==> src/design/pcrs_pkg.sv <==
// constants for the program counter and return stack block
package pcrs_pkg;
  localparam int PC_W = 15;
  localparam int DEPTH = 16;
  localparam int IDX_W = 5;
  localparam logic [4:0] IDX_EMPTY = 5'h1f;
  localparam logic [4:0] IDX_FULL = 5'h0f;
  localparam logic [14:0] PC_RESET = 15'h0000;
  // register word indexes; the bus byte address is the index times four
  localparam logic [11:0] IX_STATUS_COPY = 12'hfe4;
  localparam logic [11:0] IX_ACC_COPY = 12'hfe5;
  localparam logic [11:0] IX_BANK_COPY = 12'hfe6;
  localparam logic [11:0] IX_LATCH_COPY = 12'hfe7;
  localparam logic [11:0] IX_PTR0L_COPY = 12'hfe8;
  localparam logic [11:0] IX_PTR0H_COPY = 12'hfe9;
  localparam logic [11:0] IX_PTR1L_COPY = 12'hfea;
  localparam logic [11:0] IX_PTR1H_COPY = 12'hfeb;
  localparam logic [11:0] IX_STACK_INDEX = 12'hfed;
  localparam logic [11:0] IX_TOP_LOW = 12'hfee;
  localparam logic [11:0] IX_TOP_HIGH = 12'hfef;
  localparam logic [11:0] IX_PC_LOW = 12'hf00;
  localparam logic [11:0] IX_PC_LATCH = 12'hf01;
  localparam logic [11:0] IX_FLAGS = 12'hf02;
  localparam logic [11:0] IX_PC_FULL_LO = 12'hf03;
  localparam logic [11:0] IX_PC_FULL_HI = 12'hf04;
  localparam int ADDR_W = 14;
  localparam int FLAG_OVF = 0;
  localparam int FLAG_UNF = 1;
  localparam int FLAG_FAULT_EN = 2;
  localparam int N_COPIES = 8;
  typedef enum logic [7:0] {
    PCRS_OP_NONE = 8'h01,
    PCRS_OP_STEP = 8'h02,
    PCRS_OP_CALL = 8'h04,
    PCRS_OP_COMPUTED_SUBROUTINE_INSTR = 8'h08,
    PCRS_OP_JUMPW = 8'h10,
    PCRS_OP_JUMPREL = 8'h20,
    PCRS_OP_RETURN = 8'h40,
    PCRS_OP_VECTOR = 8'h80
  } pcrs_op_type;
endpackage

==> src/design/pcrs_stack_mem.sv <==
// return stack storage, sixteen fifteen-bit entries
module pcrs_stack_mem #(
  parameter int DEPTH = 16,
  parameter int WIDTH = 15
) (
  // clock
  input wire logic sys_clk,
  // write port
  input wire logic wr_en,
  input wire logic [3:0] wr_idx,
  input wire logic [WIDTH-1:0] wr_data,
  // read port
  input wire logic [3:0] rd_idx,
  output logic [WIDTH-1:0] rd_data
);
  logic [WIDTH-1:0] entry_reg [DEPTH];

  // contents survive reset on purpose, like the real stack
  genvar g;
  generate
    for (g = 0; g < DEPTH; g++) begin : gen_entry
      always_ff @(posedge sys_clk) begin
        if (wr_en && wr_idx == 4'(g)) begin
          entry_reg[g] <= wr_data;
        end
      end
    end
  endgenerate

  assign rd_data = entry_reg[rd_idx];
endmodule

==> src/design/pcrs_context_copy.sv <==
// shadow register bank for context saving, untouched by reset
module pcrs_context_copy #(
  parameter int N = 8
) (
  // clock
  input wire logic sys_clk,
  // core side save
  input wire logic save,
  input wire logic [8*N-1:0] save_data,
  // software side
  input wire logic sw_wr,
  input wire logic [2:0] sw_idx,
  input wire logic [7:0] sw_data,
  output logic [8*N-1:0] copy_data
);
  logic [7:0] copy_reg [N];

  genvar g;
  generate
    for (g = 0; g < N; g++) begin : gen_copy
      always_ff @(posedge sys_clk) begin
        if (save) begin
          copy_reg[g] <= save_data[8*g +: 8];
        end else if (sw_wr && sw_idx == 3'(g)) begin
          copy_reg[g] <= sw_data;
        end
      end
      assign copy_data[8*g +: 8] = copy_reg[g];
    end
  endgenerate
endmodule

==> src/design/pcrs_core.sv <==
// program counter sequencing and return stack with register slave
// Summary of operation
// - fifteen-bit counter, low byte readable, high latched
// - any reset clears program counter
// - low byte write loads upper from latch
// - call: operand bits, latch bits six..three
// - computed call: working reg plus latch
// - register jump: incremented counter plus unsigned
// - relative jump: incremented plus signed operand
// - sixteen fifteen-bit return stack entries
// - push on calls/vector, pop on returns
// - stack traffic leaves high latch alone
// - fault reset off: stack wraps circularly
// - flags set regardless of fault reset
// - index and top pair software accessible
// - index five bits, points at use
// - push increments first, pop reads first
// - empty index is 0x1f, reset value
// - context copies, unchanged by reset
// - fault reset on: stack fault resets
//
// The Avalon-MM register port was decided locally.
module pcrs_core #(
  parameter int PC_W = 15,
  parameter int DEPTH = 16
) (
  // clock and reset
  input wire logic sys_clk,
  input wire logic reset,
  // core sequencing
  input wire logic op_valid,
  input wire pcrs_pkg::pcrs_op_type op,
  input wire logic [10:0] op_target,
  input wire logic [8:0] op_offset,
  input wire logic [7:0] acc_value,
  input wire logic pc_low_write,
  input wire logic [7:0] pc_low_wdata,
  input wire logic [14:0] vector_addr,
  input wire logic [8*pcrs_pkg::N_COPIES-1:0] context_in,
  input wire logic stack_fault_reset_enable,
  // core outputs
  output logic [14:0] pc,
  output logic stack_fault_reset,
  output logic [8*pcrs_pkg::N_COPIES-1:0] context_out,
  // avalon-mm slave
  input wire logic [13:0] avs_address,
  input wire logic avs_read,
  input wire logic avs_write,
  input wire logic [31:0] avs_writedata,
  output logic [31:0] avs_readdata,
  output logic avs_waitrequest,
  output logic [1:0] avs_response
);
  logic [14:0] pc_reg;
  logic [6:0] latch_reg;
  logic [4:0] index_reg;
  logic ovf_reg;
  logic unf_reg;
  logic fault_reg;
  logic ack_reg;
  logic [31:0] rdata_reg;
  logic [1:0] resp_reg;
  logic [14:0] top_data;
  logic [14:0] pc_inc;
  logic [11:0] word_idx;
  logic do_push;
  logic do_pop;
  logic push_ovf;
  logic pop_unf;
  logic bus_req;
  logic bus_wr;
  logic sw_index_wr;
  logic sw_top_wr;
  logic [14:0] sw_top_data;
  logic [4:0] push_idx;
  logic copy_wr;

  function automatic logic is_copy(input logic [11:0] ix);
    is_copy = ix >= pcrs_pkg::IX_STATUS_COPY && ix <= pcrs_pkg::IX_PTR1H_COPY;
  endfunction

  assign word_idx = avs_address[13:2];
  assign bus_req = (avs_read || avs_write) && !ack_reg;
  assign bus_wr = avs_write && !ack_reg;
  // answer one cycle after request, waitrequest low on second edge
  assign avs_waitrequest = (avs_read || avs_write) && !ack_reg;
  assign avs_readdata = rdata_reg;
  assign avs_response = resp_reg;
  assign pc = pc_reg;
  assign stack_fault_reset = fault_reg;
  assign pc_inc = pc_reg + 15'h0001;

  assign do_push = op_valid && (op == pcrs_pkg::PCRS_OP_CALL || op == pcrs_pkg::PCRS_OP_COMPUTED_SUBROUTINE_INSTR
                   || op == pcrs_pkg::PCRS_OP_VECTOR);
  assign do_pop = op_valid && op == pcrs_pkg::PCRS_OP_RETURN;
  // full means index at last entry; empty is the 0x1f code
  assign push_ovf = do_push && index_reg == pcrs_pkg::IDX_FULL;
  assign pop_unf = do_pop && index_reg == pcrs_pkg::IDX_EMPTY;
  assign push_idx = index_reg + 5'h01;

  assign sw_index_wr = bus_wr && word_idx == pcrs_pkg::IX_STACK_INDEX;
  assign sw_top_wr = bus_wr && (word_idx == pcrs_pkg::IX_TOP_LOW
                     || word_idx == pcrs_pkg::IX_TOP_HIGH);
  assign sw_top_data = (word_idx == pcrs_pkg::IX_TOP_LOW) ?
                       {top_data[14:8], avs_writedata[7:0]} :
                       {avs_writedata[6:0], top_data[7:0]};
  assign copy_wr = bus_wr && is_copy(word_idx);

  pcrs_stack_mem #(.DEPTH(DEPTH), .WIDTH(PC_W)) u_stack (
    .sys_clk(sys_clk),
    .wr_en(do_push || sw_top_wr),
    .wr_idx(do_push ? push_idx[3:0] : index_reg[3:0]),
    .wr_data(do_push ? pc_inc : sw_top_data),
    .rd_idx(index_reg[3:0]),
    .rd_data(top_data)
  );

  pcrs_context_copy #(.N(pcrs_pkg::N_COPIES)) u_copy (
    .sys_clk(sys_clk),
    .save(op_valid && op == pcrs_pkg::PCRS_OP_VECTOR),
    .save_data(context_in),
    .sw_wr(copy_wr),
    .sw_idx(3'(word_idx - pcrs_pkg::IX_STATUS_COPY)),
    .sw_data(avs_writedata[7:0]),
    .copy_data(context_out)
  );

  // program counter
  always_ff @(posedge sys_clk) begin
    if (reset || fault_reg) begin
      pc_reg <= pcrs_pkg::PC_RESET;
    end else if (pc_low_write) begin
      pc_reg <= {latch_reg, pc_low_wdata};
    end else if (op_valid) begin
      case (op)
        pcrs_pkg::PCRS_OP_STEP: pc_reg <= pc_inc;
        pcrs_pkg::PCRS_OP_CALL: pc_reg <= {latch_reg[6:3], op_target};
        pcrs_pkg::PCRS_OP_COMPUTED_SUBROUTINE_INSTR: pc_reg <= {latch_reg, acc_value};
        pcrs_pkg::PCRS_OP_JUMPW: pc_reg <= pc_inc + {7'h00, acc_value};
        pcrs_pkg::PCRS_OP_JUMPREL: begin
          pc_reg <= pc_inc + {{6{op_offset[8]}}, op_offset};
        end
        pcrs_pkg::PCRS_OP_RETURN: pc_reg <= top_data;
        pcrs_pkg::PCRS_OP_VECTOR: pc_reg <= vector_addr;
        default: pc_reg <= pc_reg;
      endcase
    end
  end

  // high holding latch, software only; stack ops leave it alone
  always_ff @(posedge sys_clk) begin
    if (reset) begin
      latch_reg <= 7'h00;
    end else if (bus_wr && word_idx == pcrs_pkg::IX_PC_LATCH) begin
      latch_reg <= avs_writedata[6:0];
    end
  end

  // stack index
  always_ff @(posedge sys_clk) begin
    if (reset || fault_reg) begin
      index_reg <= pcrs_pkg::IDX_EMPTY;
    end else if (do_push) begin
      index_reg <= {1'b0, push_idx[3:0]};
    end else if (do_pop) begin
      index_reg <= index_reg - 5'h01;
    end else if (sw_index_wr) begin
      index_reg <= avs_writedata[4:0];
    end
  end

  // sticky flags, set beats software clear
  always_ff @(posedge sys_clk) begin
    if (reset) begin
      ovf_reg <= 1'b0;
      unf_reg <= 1'b0;
    end else begin
      if (push_ovf) begin
        ovf_reg <= 1'b1;
      end else if (bus_wr && word_idx == pcrs_pkg::IX_FLAGS
                   && !avs_writedata[pcrs_pkg::FLAG_OVF]) begin
        ovf_reg <= 1'b0;
      end
      if (pop_unf) begin
        unf_reg <= 1'b1;
      end else if (bus_wr && word_idx == pcrs_pkg::IX_FLAGS
                   && !avs_writedata[pcrs_pkg::FLAG_UNF]) begin
        unf_reg <= 1'b0;
      end
    end
  end

  // fault reset pulse; flags kept so software sees the cause
  always_ff @(posedge sys_clk) begin
    if (reset) begin
      fault_reg <= 1'b0;
    end else begin
      fault_reg <= stack_fault_reset_enable && (push_ovf || pop_unf);
    end
  end

  // bus answer
  always_ff @(posedge sys_clk) begin
    if (reset) begin
      ack_reg <= 1'b0;
      rdata_reg <= 32'h0000_0000;
      resp_reg <= 2'h0;
    end else begin
      ack_reg <= bus_req;
      if (bus_req) begin
        resp_reg <= 2'h0;
        rdata_reg <= 32'h0000_0000;
        if (is_copy(word_idx)) begin
          rdata_reg <= {24'h000000,
                        context_out[8*(word_idx - pcrs_pkg::IX_STATUS_COPY) +: 8]};
        end else begin
          case (word_idx)
            pcrs_pkg::IX_PC_LOW: rdata_reg <= {24'h000000, pc_reg[7:0]};
            pcrs_pkg::IX_PC_LATCH: rdata_reg <= {25'h0000000, latch_reg};
            pcrs_pkg::IX_STACK_INDEX: rdata_reg <= {27'h0000000, index_reg};
            pcrs_pkg::IX_TOP_LOW: rdata_reg <= {24'h000000, top_data[7:0]};
            pcrs_pkg::IX_TOP_HIGH: rdata_reg <= {25'h0000000, top_data[14:8]};
            pcrs_pkg::IX_FLAGS: begin
              rdata_reg <= {29'h00000000, stack_fault_reset_enable, unf_reg, ovf_reg};
            end
            default: resp_reg <= 2'h2;
          endcase
        end
      end
    end
  end
endmodule

==> config.mk <==
export PLATFORM = sky130hd
export DESIGN_NAME = pcrs_core
export DESIGN_NICKNAME = d
export VERILOG_FILES = /design/src/design/pcrs_pkg.sv /design/src/design/pcrs_stack_mem.sv /design/src/design/pcrs_context_copy.sv /design/src/design/pcrs_core.sv
export SDC_FILE = /design/constraint.sdc
export NUM_CORES = 1
export LEC_CHECK = 0
export BUFFER_PORTS_ARGS = -buffer_cell sky130_fd_sc_hd__buf_4
export CORE_AREA = 4 4 201 300
export DETAILED_ROUTE_END_ITERATION = 8
export DIE_AREA = 0 0 205 304
export PLACE_DENSITY_LB_ADDON = 0.25
export REMOVE_ABC_BUFFERS = 1
export SLEW_MARGIN = 20
export SYNTH_ARGS = -nofsm -noshare
export SYNTH_HDL_FRONTEND = slang
export SYNTH_SLANG_ARGS = --single-unit
==> constraint.sdc <==
create_clock -name sys_clk -period 4.3 [get_ports sys_clk]
set_input_delay 0.43 -clock sys_clk [delete_from_list [all_inputs] [get_ports sys_clk]]
set_output_delay 0.43 -clock sys_clk [all_outputs]
set_load 0.02 [all_outputs]
==> results_dict.tcl <==
set metrics [dict create \
    grt_pass1_wl_um 85800 \
    cts.htree.levels 2 \
    final-max-slew-violation-count 0 \
    routability_congestion_estimate_from_global_placement 0.914 \
    rr_worst_depth 11 \
    grt_pass1_vias 12041 \
    worst_skew_pair.late_latency_ns 0.56 \
    post_synth_num_cell_types 79 \
    critical_path_arrival_ns 4.25 \
    worst_hold_path.endpoint "pc[2]" \
    global_route.usage.total_pct 18.7 \
    synthesized_area_per_cell_um2 14.2 \
    core_mm2 0.0577 \
    grt_start_max_net_pins 37 \
    fin_cells 2256 \
    clk_transition_reported_paths_ns 0.06 \
    detailedPlace.worstSlack_ns 0.0491 \
    num_io_pins 291 \
    final_worst_path_period_need_ns 3.79 \
    growth_of_design_area_from_synthesis_to_finish_pct 22.9 \
    drt-initial-drc-count 1116 \
    finalHoldViolations 0 \
    power_density_mw_per_mm2 342 \
    post-layout-total-power_w 0.00720 \
    flip_flop_count_of_the_largest_register_all_copies_and_words_added 240 \
    drt-vias-per-instance 5.29 \
    timing.final.ws_setup_ns 0.509 \
    rows 108 \
    min-delay-start "pc_low_wdata[2]" \
    synth_seq_area_share_pct 58.4 \
    run_status "completed" \
    clkSinkCount 348 \
    detailedPlacementHpwl_um 45200 \
    cts_tree "built" \
    required_ns 4.76 \
    synth_edf_count 304 \
    grt_setup_unrepaired "no" \
    maximum_net_fanout_on_the_critical_path 7 \
    placement.io_buffers 239 \
    rr_endpoint "pc[13]" \
    holdCritPathClass "in2reg" \
    floorplan.initialDensity_pct 29.7 \
    max_cap_violations 0 \
    power.leakage_nw 7.53 \
    num_antenna_cells 0 \
    die_y_um 304 \
    worst_setup_path_start_kind "input port" \
    irDropWorstVdd_v 0.000250 \
    clk_root_buffer_cell "sky130_fd_sc_hd__clkbuf_16" \
    synth_async_sr_flop_share_pct 0 \
    gr-total-overflow 0 \
    drt_drc_violations_left 0 \
    cts_hold_buf 0 \
    finalCritPeriodShare_pct 88.2 \
    timing.final.setup_violations 0 \
    floorplan.die.width_um 205 \
    drtAntennaViolNets 0 \
    finalHoldWorstSlack_ns 0.146 \
    critPathKind "in2reg" \
    final_layout_size_suffix_gt1_share_pct 36.0 \
    post_drt_wl_per_cell_um 26.9 \
    postLayoutCoreUtil_pct 36.5 \
    r2r_setup_slack_ns 0.86 \
    netlist_area_mm2 0.0171 \
    cts_setup_buffers 0 \
    n_fill_cell 5548 \
    synth.ff_latch_count 348 \
    aggregate_routed_wire_length_um 60600 \
    slew-limit-headroom_pct 40.4 \
    post_synth_inst_count 1211 \
    fmax_mhz 264 \
    worst_margin_slew_ns 0.891 \
    antenna_found_initial 3 \
    worst_clock_skew_ns 0.0314 \
    finish.net_count 1665 \
    synthFlopType "sky130_fd_sc_hd__edfxtp_1" \
    post-place-cells 2198 \
    critPathCaptureType "flip-flop" \
    postCtsResizedCells 0 \
    route.vias.total 11934 \
    r2r-start "pc[3]" \
    fp.dieArea_mm2 0.0623 \
    whs_path_depth 3 \
    cts.path.max_buffers 3 \
    yosysWarnings 0 \
    cts-buffers-inserted 35 \
    drtPass1Iterations 7 \
]
[kinds of logic after synthesis]
family / Yosys count / share of synthesized area (%)
flops: 348 / 58.4
simple gates: 301 / 8.64
compound gates: 206 / 8.22
mux: 189 / 18.1
buf+inv: 112 / 3.32
xor+xnor: 30 / 1.53
fa+ha+maj: 24 / 1.80
other cells: 1 / 0.0219
[metal layers]
metal	wire length, um	track usage (%)	vias up
li1	-	-	5226
met1	21900	21.5	6014
met2	30700	33.3	555
met3	4390	3.20	137
met4	3570	9.40	2
met5	14	0	-
[synthesized netlist by cell type, drive strengths merged, types with 6 or more instances]
cell type | instances | share of area, %
edfxtp | 304 | 53
nor2 | 107 | 2.5
nand2 | 90 | 2.0
mux4 | 89 | 12
mux2 | 74 | 4.9
buf | 54 | 2.1
a21oi | 44 | 1.4
clkbuf | 44 | 0.96
dfxtp | 44 | 5.1
o21ai | 42 | 1.2
mux2i | 26 | 1.5
ha | 23 | 1.7
a31oi | 21 | 0.77
nand3 | 20 | 0.69
xnor2 | 20 | 1.0
nor3 | 18 | 0.58
a211oi | 16 | 0.70
inv | 14 | 0.31
and3 | 12 | 0.44
a22oi | 11 | 0.48
a222oi | 10 | 0.58
xor2 | 10 | 0.51
a211o | 9 | 0.46
a221oi | 9 | 0.50
nand4 | 9 | 0.33
nand2b | 7 | 0.26
a21o | 6 | 0.26
or2 | 6 | 0.22
[worst max-delay path, stage by stage]
cell and delay (ns):
sky130_fd_sc_hd__buf_4 0.14, sky130_fd_sc_hd__nor4_1 0.56, sky130_fd_sc_hd__nand2_1 0.35, sky130_fd_sc_hd__mux2_2 0.37
sky130_fd_sc_hd__ha_1 0.23, sky130_fd_sc_hd__fa_1 0.43, sky130_fd_sc_hd__a211oi_1 0.45, sky130_fd_sc_hd__o211ai_1 0.22
sky130_fd_sc_hd__a41oi_1 0.36, sky130_fd_sc_hd__buf_4 0.19, sky130_fd_sc_hd__o2111ai_1 0.11, sky130_fd_sc_hd__o41ai_1 0.10
sky130_fd_sc_hd__nor3_1 0.08, sky130_fd_sc_hd__a211oi_1 0.20
[metrics by stage]
stage,area [um2],TNS [ns]
after floorplan,16700,-8.15
after global placement,19900,0
after detailed placement,19900,0
after CTS,21000,0
after global routing,21100,0
final,21100,0
[area by class of cell]
type	instances	area, um2	area share, %
multi-input cells	775	6710	31.8
repair buffers	291	2230	10.6
clock inverters	13	165	0.784
inverters	14	52.6	0.249
flip-flops and latches	348	10000	47.5
well taps	770	963	4.57
clock buffers	45	935	4.44
[placed cells by master (no fill, tap or decap), types with 10 or more instances in the layout]
master                      Yosys  routed
sky130_fd_sc_hd__nor2_1       103     103
sky130_fd_sc_hd__mux2i_1       26      26
sky130_fd_sc_hd__o21ai_0       41      40
sky130_fd_sc_hd__conb_1         1      25
sky130_fd_sc_hd__buf_4         27     287
sky130_fd_sc_hd__xnor2_1       20      20
sky130_fd_sc_hd__ha_1          23      23
sky130_fd_sc_hd__a22oi_1       11      11
sky130_fd_sc_hd__xor2_1        10      10
sky130_fd_sc_hd__nand3_1       18      18
sky130_fd_sc_hd__mux4_2        89      89
sky130_fd_sc_hd__and3_1        12      12
sky130_fd_sc_hd__a21oi_1       43      42
sky130_fd_sc_hd__clkbuf_16      0      36
sky130_fd_sc_hd__mux2_2        74      74
sky130_fd_sc_hd__inv_1         13      13
sky130_fd_sc_hd__a211oi_1      16      16
sky130_fd_sc_hd__a31oi_1       21      14
sky130_fd_sc_hd__nor3_1        16      16
sky130_fd_sc_hd__edfxtp_1     304     304
sky130_fd_sc_hd__dfxtp_1       44      42
sky130_fd_sc_hd__nand2_1       88      88
sky130_fd_sc_hd__a222oi_1      10      10
[where the power goes]
group	switching, W	total, W	internal (W)
Sequential	0.0000201	0.00369	0.00367
Clock	0.00133	0.00296	0.00163
Combinational	0.000318	0.000551	0.000234
[how the worst max path moves through the flow]
stage	endpoint	startpoint	cells past startpoint	slack (ns)
after detailed placement	pc[12]	op[1]	14	0.05
after global routing	pc[12]	op[1]	14	0.30
after global placement	pc[12]	op[1]	14	0.19
final	pc[12]	op[1]	14	0.51
after CTS	pc[12]	op[1]	14	0.62
after floorplan	u_stack.entry_reg[0][13]	flip-flop	6	-0.1
(Power assumes the default switching activity.)
